File: src/cclr_pkg.sv
package cclr_pkg;
	// Instruction byte 1 field positions
	localparam int unsigned B1_POWER_BIT = 7;
	localparam int unsigned B1_ADDR_MSB = 6;
	localparam int unsigned B1_ADDR_LSB = 3;
	localparam int unsigned B1_READ_BIT = 2;
	localparam int unsigned B1_LEN_BIT = 1;
	// Register addresses of the two registers held here
	localparam logic [3:0] ADDR_CODEC_CONTROL = 4'h0;
	localparam logic [3:0] ADDR_LATCH_DIRECTION = 4'h2;
	// Control register field positions
	localparam int unsigned CC_CLK_HI = 7;
	localparam int unsigned CC_CLK_LO = 6;
	localparam int unsigned CC_LAW = 5;
	localparam int unsigned CC_INV_OFF = 4;
	localparam int unsigned CC_TIMING = 3;
	localparam int unsigned CC_DLOOP = 2;
	localparam int unsigned CC_ALOOP = 1;
	localparam int unsigned CC_AMP = 0;
	// Latch direction field: latch 0 at bit 7 down to latch 5 at bit 2
	localparam int unsigned LD_TOP = 7;
	localparam int unsigned LATCH_COUNT = 6;
	localparam logic [7:0] LD_USED_MASK = 8'hfc;
	// Values after reset
	localparam logic [7:0] CODEC_CONTROL_RESET = 8'h89;
	localparam logic [7:0] LATCH_DIRECTION_RESET = 8'h00;
	localparam logic POWER_RESET = 1'b1;
	// Counts
	localparam logic [2:0] LAST_BIT = 3'h7;
	localparam logic [1:0] FS_RELEASE_COUNT = 2'h2;
	typedef enum logic [2:0] {
		ST_BYTE1 = 3'b001,
		ST_WRITE2 = 3'b010,
		ST_READ2 = 3'b100
	} cclr_state_type;
endpackage

File: src/cclr_regs.sv
// Summary of operation
// - Any accepted instruction powers up on bit 7 at 0, down at 1.
// - Power-up wakes circuits; PCM output stays off until second frame sync.
// - Register writes accepted in either power state, power bit applied together.
// - Control byte: clock hi, clock lo, law, inversion off, timing, loops, amp.
// - Clock select code picks the master clock divider.
// - Law bit 0 gives mu-law; 1 gives A-law, inversion bit chooses inversion.
// - Power-on control defaults: 2.048 MHz code, mu-law, non-delayed, no loop, amp off.
// - Digital loop bit wins; else analog loop bit; both 0 is normal.
// - Analog loop ties transmit input to receive output internally.
// - Digital loop sends receive PCM register on transmit output.
// - Decoder keeps driving receive output during digital loop.
// - Amp select 0 keeps amp on in power-down, 1 turns it off.
// - After power-on every latch is an input.
// - Latch direction bits 7..2 for latches 0..5, 1 is output.
// - Byte 1: power bit 7, address 6..3, read bit 2, length bit 1.
// - Second byte loads only after its eighth control clock.
`timescale 1ns/10ps
module cclr_regs import cclr_pkg::*; (
	input wire logic sys_clk,
	input wire logic rstn,
	input wire logic cs_n,
	input wire logic control_clock,
	input wire logic ctl_data_in,
	input wire logic tx_frame_sync,
	output logic ctl_data_out,
	output logic ctl_data_oe,
	output logic powered_off_state,
	output logic tx_pcm_out_en,
	output logic [1:0] clock_ratio,
	output logic alaw_sel,
	output logic alaw_invert,
	output logic frame_timing_sel,
	output logic digital_loop_active,
	output logic converter_loop_active,
	output logic tx_voice_in_from_rx,
	output logic decoder_active,
	output logic amp_enable,
	output logic [LATCH_COUNT-1:0] latch_out_en
);
	logic [3:0] pins_s;
	logic cs_n_s, control_clock_s, din_s, fsx_s;
	logic control_clock_q_ff, fsx_q_ff;
	logic control_clock_fall, control_clock_rise, fs_rise;
	cclr_state_type state_ff, nxt_state;
	logic [2:0] cnt_ff, nxt_cnt;
	logic [7:0] in_shift_ff, nxt_in_shift;
	logic [7:0] out_shift_ff, nxt_out_shift;
	logic [3:0] addr_ff, nxt_addr;
	logic hold_power_ff, nxt_hold_power;
	logic power_ff, nxt_power;
	logic [7:0] ctrl_ff, nxt_ctrl;
	logic [7:0] ldr_ff, nxt_ldr;
	logic out_ff, nxt_out;
	logic oe_ff, nxt_oe;
	logic [7:0] byte_in;
	logic byte_done;
	logic [1:0] fs_cnt_ff, nxt_fs_cnt;
	logic release_ff, nxt_release;

	// Pins come from the host's domain
	cclr_sync #(.WIDTH(4)) cclr_sync_inst (
		.sys_clk(sys_clk),
		.rstn(rstn),
		.async_in({cs_n, control_clock, ctl_data_in, tx_frame_sync}),
		.sync_out(pins_s)
	);
	assign {cs_n_s, control_clock_s, din_s, fsx_s} = pins_s;
	assign control_clock_fall = control_clock_q_ff & ~control_clock_s;
	assign control_clock_rise = ~control_clock_q_ff & control_clock_s;
	assign fs_rise = ~fsx_q_ff & fsx_s;
	assign byte_in = {in_shift_ff[6:0], din_s};
	assign byte_done = ~cs_n_s & control_clock_fall & (cnt_ff == LAST_BIT);

	always_comb begin
		nxt_state = state_ff;
		nxt_cnt = cnt_ff;
		nxt_in_shift = in_shift_ff;
		nxt_out_shift = out_shift_ff;
		nxt_addr = addr_ff;
		nxt_hold_power = hold_power_ff;
		nxt_power = power_ff;
		nxt_ctrl = ctrl_ff;
		nxt_ldr = ldr_ff;
		nxt_out = out_ff;
		if (cs_n_s) begin
			// Early chip select release drops the partial instruction
			nxt_state = ST_BYTE1;
			nxt_cnt = '0;
		end else begin
			if (control_clock_rise && state_ff == ST_READ2) begin
				nxt_out = out_shift_ff[7];
				nxt_out_shift = {out_shift_ff[6:0], 1'b0};
			end
			if (control_clock_fall) begin
				nxt_in_shift = byte_in;
				nxt_cnt = cnt_ff + 3'h1;
			end
			if (byte_done) begin
				case (state_ff)
					ST_BYTE1: begin
						if (!byte_in[B1_LEN_BIT]) begin
							nxt_power = byte_in[B1_POWER_BIT];
						end else begin
							nxt_hold_power = byte_in[B1_POWER_BIT];
							nxt_addr = byte_in[B1_ADDR_MSB:B1_ADDR_LSB];
							if (byte_in[B1_READ_BIT]) begin
								nxt_state = ST_READ2;
								if (byte_in[B1_ADDR_MSB:B1_ADDR_LSB] == ADDR_CODEC_CONTROL) begin
									nxt_out_shift = ctrl_ff;
								end else if (byte_in[B1_ADDR_MSB:B1_ADDR_LSB] ==
									ADDR_LATCH_DIRECTION) begin
									nxt_out_shift = ldr_ff;
								end else begin
									// Registers kept elsewhere read as zero here
									nxt_out_shift = 8'h00;
								end
							end else begin
								nxt_state = ST_WRITE2;
							end
						end
					end
					ST_WRITE2: begin
						nxt_state = ST_BYTE1;
						nxt_power = hold_power_ff;
						if (addr_ff == ADDR_CODEC_CONTROL) begin
							nxt_ctrl = byte_in;
						end
						if (addr_ff == ADDR_LATCH_DIRECTION) begin
							nxt_ldr = byte_in & LD_USED_MASK;
						end
					end
					ST_READ2: begin
						nxt_state = ST_BYTE1;
						nxt_power = hold_power_ff;
					end
					default: begin
						nxt_state = ST_BYTE1;
					end
				endcase
			end
		end
		nxt_oe = ~cs_n_s & (nxt_state == ST_READ2);
	end

	always_ff @(posedge sys_clk or negedge rstn) begin
		if (!rstn) begin
			state_ff <= ST_BYTE1;
			cnt_ff <= '0;
			in_shift_ff <= '0;
			out_shift_ff <= '0;
			addr_ff <= '0;
			hold_power_ff <= POWER_RESET;
			power_ff <= POWER_RESET;
			ctrl_ff <= CODEC_CONTROL_RESET;
			ldr_ff <= LATCH_DIRECTION_RESET;
			out_ff <= 1'b0;
			oe_ff <= 1'b0;
			control_clock_q_ff <= 1'b0;
		end else begin
			state_ff <= nxt_state;
			cnt_ff <= nxt_cnt;
			in_shift_ff <= nxt_in_shift;
			out_shift_ff <= nxt_out_shift;
			addr_ff <= nxt_addr;
			hold_power_ff <= nxt_hold_power;
			power_ff <= nxt_power;
			ctrl_ff <= nxt_ctrl;
			ldr_ff <= nxt_ldr;
			out_ff <= nxt_out;
			oe_ff <= nxt_oe;
			control_clock_q_ff <= control_clock_s;
		end
	end

	// Transmit output release counts frame syncs after power-up
	always_comb begin
		nxt_fs_cnt = fs_cnt_ff;
		nxt_release = release_ff;
		if (power_ff || nxt_power) begin
			nxt_fs_cnt = '0;
			nxt_release = 1'b0;
		end else if (fs_rise && !release_ff) begin
			nxt_fs_cnt = fs_cnt_ff + 2'h1;
			nxt_release = (fs_cnt_ff + 2'h1) == FS_RELEASE_COUNT;
		end
	end

	always_ff @(posedge sys_clk or negedge rstn) begin
		if (!rstn) begin
			fs_cnt_ff <= '0;
			release_ff <= 1'b0;
			fsx_q_ff <= 1'b0;
		end else begin
			fs_cnt_ff <= nxt_fs_cnt;
			release_ff <= nxt_release;
			fsx_q_ff <= fsx_s;
		end
	end

	assign ctl_data_out = out_ff;
	assign ctl_data_oe = oe_ff;
	assign powered_off_state = power_ff;
	assign tx_pcm_out_en = release_ff;
	assign clock_ratio = {ctrl_ff[CC_CLK_HI], ctrl_ff[CC_CLK_LO]};
	assign alaw_sel = ctrl_ff[CC_LAW];
	assign alaw_invert = ctrl_ff[CC_LAW] & ~ctrl_ff[CC_INV_OFF];
	assign frame_timing_sel = ctrl_ff[CC_TIMING];
	assign digital_loop_active = ctrl_ff[CC_DLOOP];
	assign converter_loop_active = ~ctrl_ff[CC_DLOOP] & ctrl_ff[CC_ALOOP];
	assign tx_voice_in_from_rx = converter_loop_active;
	// Decoder ignores loop mode; muting is the gain register's job
	assign decoder_active = ~power_ff;
	assign amp_enable = ~power_ff | ~ctrl_ff[CC_AMP];
	genvar gi;
	for (gi = 0; gi < LATCH_COUNT; gi++) begin : g_latch
		assign latch_out_en[gi] = ldr_ff[LD_TOP - gi];
	end

	property p_single_power;
		@(posedge sys_clk) disable iff (!rstn)
		byte_done && state_ff == ST_BYTE1 && !byte_in[B1_LEN_BIT]
		|=> power_ff == $past(byte_in[B1_POWER_BIT]);
	endproperty
	a_single_power: assert property (p_single_power) else $error("single byte power");

	property p_ctrl_load;
		@(posedge sys_clk) disable iff (!rstn)
		byte_done && state_ff == ST_WRITE2 && addr_ff == ADDR_CODEC_CONTROL
		|=> ctrl_ff == $past(byte_in) && power_ff == $past(hold_power_ff);
	endproperty
	a_ctrl_load: assert property (p_ctrl_load) else $error("control write lost");

	property p_ctrl_only_on_eighth;
		@(posedge sys_clk) disable iff (!rstn)
		!byte_done |=> $stable(ctrl_ff) && $stable(ldr_ff);
	endproperty
	a_ctrl_only_on_eighth: assert property (p_ctrl_only_on_eighth) else $error("early");

	property p_abort;
		@(posedge sys_clk) disable iff (!rstn)
		cs_n_s |=> state_ff == ST_BYTE1 && cnt_ff == 3'h0 && !ctl_data_oe;
	endproperty
	a_abort: assert property (p_abort) else $error("abort did not reset count");

	property p_hold_off;
		@(posedge sys_clk) disable iff (!rstn)
		$fell(power_ff) |-> !tx_pcm_out_en [*2];
	endproperty
	a_hold_off: assert property (p_hold_off) else $error("pcm released early");

	property p_release_cause;
		@(posedge sys_clk) disable iff (!rstn)
		$rose(tx_pcm_out_en) |-> $past(fs_rise) && $past(fs_cnt_ff) == 2'h1 && !power_ff;
	endproperty
	a_release_cause: assert property (p_release_cause) else $error("bad release");

	property p_amp_sleep;
		@(posedge sys_clk) disable iff (!rstn)
		power_ff && ctrl_ff[CC_AMP] |-> !amp_enable;
	endproperty
	a_amp_sleep: assert property (p_amp_sleep) else $error("amp on in power-down");

	property p_ldr_low_zero;
		@(posedge sys_clk) disable iff (!rstn)
		byte_done && state_ff == ST_WRITE2 && addr_ff == ADDR_LATCH_DIRECTION
		|=> ldr_ff[1:0] == 2'h0 && latch_out_en[0] == $past(byte_in[7]);
	endproperty
	a_ldr_low_zero: assert property (p_ldr_low_zero) else $error("latch dir write");

	property p_read_bit;
		@(posedge sys_clk) disable iff (!rstn)
		!cs_n_s && control_clock_rise && state_ff == ST_READ2 |=> ctl_data_out == $past(out_shift_ff[7]);
	endproperty
	a_read_bit: assert property (p_read_bit) else $error("read bit wrong");

	c_ctrl_write: cover property (@(posedge sys_clk) disable iff (!rstn)
		byte_done && state_ff == ST_WRITE2 && addr_ff == ADDR_CODEC_CONTROL);
	c_read_back: cover property (@(posedge sys_clk) disable iff (!rstn)
		byte_done && state_ff == ST_READ2);
	c_release: cover property (@(posedge sys_clk) disable iff (!rstn) $rose(tx_pcm_out_en));
	c_single: cover property (@(posedge sys_clk) disable iff (!rstn)
		byte_done && state_ff == ST_BYTE1 && !byte_in[B1_LEN_BIT]);
endmodule

File: src/cclr_sync.sv
`timescale 1ns/10ps
module cclr_sync import cclr_pkg::*; #(
	parameter int unsigned WIDTH = 1
) (
	input wire logic sys_clk,
	input wire logic rstn,
	input wire logic [WIDTH-1:0] async_in,
	output logic [WIDTH-1:0] sync_out
);
	logic [WIDTH-1:0] stage1_ff;
	logic [WIDTH-1:0] stage2_ff;

	always_ff @(posedge sys_clk or negedge rstn) begin
		if (!rstn) begin
			stage1_ff <= '0;
			stage2_ff <= '0;
		end else begin
			stage1_ff <= async_in;
			stage2_ff <= stage1_ff;
		end
	end

	assign sync_out = stage2_ff;
endmodule
File: config.mk
export PLATFORM = sky130hd
export DESIGN_NAME = cclr_regs
export DESIGN_NICKNAME = d
export VERILOG_FILES = /design/src/cclr_pkg.sv /design/src/cclr_regs.sv /design/src/cclr_sync.sv
export SDC_FILE = /design/constraint.sdc
export NUM_CORES = 1
export LEC_CHECK = 0
export BUFFER_PORTS_ARGS = -buffer_cell sky130_fd_sc_hd__buf_2
export CAP_MARGIN = 25
export CORE_ASPECT_RATIO = 1.4
export CORE_MARGIN = 8
export CORE_UTILIZATION = 52
export DETAILED_ROUTE_END_ITERATION = 10
export HOLD_SLACK_MARGIN = 0.02
export PLACE_DENSITY_LB_ADDON = 0.12
export SLEW_MARGIN = 15
export SYNTH_ARGS = -nofsm -noshare
export SYNTH_HDL_FRONTEND = slang
export SYNTH_SLANG_ARGS = --single-unit
File: constraint.sdc
create_clock -name sys_clk -period 1.9 [get_ports sys_clk]
set_clock_uncertainty 0.2 [all_clocks]
set_input_delay 0.095 -clock sys_clk [delete_from_list [all_inputs] [get_ports sys_clk]]
set_output_delay 0.095 -clock sys_clk [all_outputs]
set_load 0.01 [all_outputs]
==> impl_metrics.toml <==
[global_routing]
met1_usage_pct = 17.0
grt-ovfl-total = 0
grt_usage_pct = 15.2
grt_most_used_layer = "met2"
grt_use_met2_pct = 26.3
grt_pass1_vias = 1723
grt_pass1_wl_mm = 8.45
grt_use_met3_pct = 3.72
antenna_found_initial = 0
grt_max_degree = 25

[floorplanning]
die_y_um = 97.0
core_area_um2 = 4540
std_cell_rows = 29
start_util_pct = 53.7
io_pins = 26
die-area_um2 = 7160
fp.dieW_um = 73.8

[sta]
tns_ps = -1190
fin_crit_sh_pct = 105
finalMaxSlewViolations = 0
setup_ws_ps = -101
finalHoldViolCount = 0
rsz0062_at_grt = "yes"
maxSlewHeadroom_pct = 62.9
worst_pin_slew_ps = 557
period_minus_slack_ps = 2000
timing.fmax_ghz = 0.500
finalSetupViolCount = 21

[setup_path]
critical_path.startpoint_type = "flop"
crit_chain = "ha_2 > ha_4 > and4bb_2 > and4b_2 > buf_4 > mux2_4"
crit_path_top_delay_cell = "dfrtp_1"
cp-end-kind = "flop"
arrival_ps = 2000
r2r_slack_ps = -100
setup.worst_path.class = "reg -> reg"
reg2regPathDepth = 6
r2r-start = "cnt_ff[1]"
cp_max_fo = 3
max_stage_delay_ps = 400
reg2reg_to = "ctrl_ff[1]"
cp.required_ps = 1900

[final_layout]
antenna_cells = 0
final_area_um2 = 2980
drive_gt1_share_pct = 51.6
area_growth_pct = 22.2
fill_cells = 344
nNetsFinal = 229

[logic_synthesis]
yosys.area.top_type_share_pct = 51.4
syn-cell-area_um2 = 2440
ys_types = 42
synth_nets = 187
synth-main-ff-cell = "dfrtp_1"
postSynthRegisterBits = 56
synth_top_area_cell = "dfrtp_1"
synthTopCellsByArea = "dfrtp_1 (51%), mux2_2 (8.8%), dfstp_2 (6.5%)"
synth_area_per_cell_um2 = 13.7
synth.yosys.seq_area_share_pct = 57.8
ys_warn_count = 0
synth_cells = 178
async_flop_share_pct = 100
synth-edff-count = 0

[clock_network]
cts_sinks = 56
cts_buffers = 5
clock_path_buffers = 2
clkLatencyLatePin_ps = 310
htree_num_levels = 2
clkTransAtPathRegs_ps = 90
cts_tree = "done"
cts_root_buf = "clkbuf_8"

[status]
status = "complete, but fails checks"
failed_checks = "setup timing"

[routing]
routed-via-count = 1555
viasPerCell = 5.49
firstDrtPassIters = 4
routed_wirelength_mm = 5.05
drt_first_iter_violations = 78
ant_nets = 0
avgRoutedWirePerCell_um = 17.9
drc = 0

[placed_design]
routabilityCongestion = 0.795
place_area_um2 = 2660
hpwl_mm = 3.47
io_buffers = 25

[pwr]
p_leak_nw = 1.44
cellPowerDensity_nw_per_um2 = 844
ir_worst_vdd_uv = 726

[min_path]
hp-class = "in -> async"

[flow_run]
maxCapViolCount = 0
## synth_stat cells, types with 2 or more instances
library cell  count
buf_4             3
nor2b_1           2
nor2_1            9
inv_1             3
a21boi_0          2
buf_6             3
dfrtp_1          50
clkbuf_1          3
ha_1              3
nand3_1           7
a21o_2            2
mux2_4            8
dfstp_2           6
o21ai_0           5
nand2_1           6
o22ai_1           2
nor2_2            2
nand2b_1          3
a21oi_1           4
mux2_2           19
mux2i_1           8
o21ai_1           2
o221a_2           6
xnor2_1           2
## cell families after synthesis
kind of cell,synth area share (%)
compound gates,7.45
xor+xnor,1.08
fa+ha+maj,1.54
buf+inv,3.44
flops,57.8
mux,17.0
simple gates,11.7
## final cells by class
cell class / instances / area, µm² / area share (%)
flip-flops and latches: 56 / 1410 / 47.3
multi-input cells: 109 / 1080 / 36.3
repair buffers: 45 / 299 / 10.0
clock buffers: 8 / 100 / 3.36
well taps: 62 / 77.6 / 2.61
inverters: 3 / 11.3 / 0.378
## how the worst max path moves through the flow
stage | depth (start not counted) | endpoint | from
finish | 6 | ctrl_ff[1] | cnt_ff[1]
global route | 6 | ctrl_ff[5] | cnt_ff[1]
CTS | 6 | ctrl_ff[2] | cnt_ff[0]
detailed placement | 7 | out_shift_ff[5] | cnt_ff[1]
global placement | 5 | ctrl_ff[6] | cclr_sync_inst.sync_out[3]
floorplan | 7 | ctrl_ff[1] | cnt_ff[0]
## timing repair
item / 4_1_cts / 5_1_grt
gates resized for setup: 9 / 29
cloned: 0 / 0
buffers inserted: 3 / 2
pin swaps: 3 / 5
setup endpoints to repair: 26 / 31
hold buffers: 5 / 0
endpoints found under the hold margin: 58 / 0
## cell usage in the layout (no fill, tap or decap), types with 2 or more instances in the layout
| cell type | instances |
|---|---|
| a21oi_1 | 3 |
| dfstp_2 | 6 |
| buf_2 | 25 |
| mux2i_1 | 8 |
| buf_6 | 3 |
| nand3_1 | 3 |
| nor2_1 | 9 |
| o22ai_1 | 2 |
| inv_1 | 3 |
| mux2_2 | 12 |
| buf_4 | 12 |
| clkbuf_8 | 7 |
| xnor2_1 | 2 |
| o21ai_2 | 6 |
| o221a_2 | 6 |
| nand2b_1 | 3 |
| mux2_4 | 15 |
| and4bb_2 | 2 |
| nor2b_1 | 2 |
| nand3_2 | 4 |
| dlygate4sd3_1 | 5 |
| dfrtp_1 | 50 |
| nand4_4 | 2 |
| nand2_1 | 5 |
## flip-flops by register name, indices dropped and copies added, names as in the netlist
name,cells
cnt_ff,3
ctl_data_oe,1
control_clock_q_ff,1
ctl_data_out,1
tx_pcm_out_en,1
out_shift_ff,8
fs_cnt_ff,2
state_ff,3
in_shift_ff,7
cclr_sync_inst.sync_out,4
cclr_sync_inst.stage1_ff,4
fsx_q_ff,1
ldr_ff,6
powered_off_state,1
addr_ff,4
hold_power_ff,1
ctrl_ff,8
## metrics by stage
stage	hold WS, ps	instances	setup WS [ps]	power (mW)	utilization [%]
after global placement	-121	265	-41.8	1.75	58.6
after CTS	90.2	281	-55.6	2.50	63.1
after floorplan	-401	178	-40.7	1.64	-
after global routing	139	283	-131	2.63	65.7
after detailed placement	-105	265	-82.6	1.79	58.6
final	94.4	283	-101	2.51	65.7
## worst max-delay path: cells and delay by family, from the launching register on
family / cells / cell delay [ps]
flops: 1 / 400
simple gates: 2 / 490
mux: 1 / 290
fa+ha+maj: 2 / 350
buf+inv: 1 / 160
## power by group
part	switching [mW]	leakage (nW)	internal (mW)	total [mW]
Sequential	0.192	0.716	1.29	1.49
Combinational	0.164	0.675	0.172	0.336
Clock	0.357	0.0515	0.333	0.690
Total	0.713	1.44	1.80	2.51
## routing by layer
layer / wire length (µm) / up-vias / part of all wire (%)
met5: 0 / - / 0
met4: 107 / 0 / 2.1
met3: 166 / 8 / 3.3
met2: 2730 / 22 / 54
met1: 2050 / 806 / 40
li1: - / 719 / -
No activity file was read; power rests on OpenSTA's default activity.
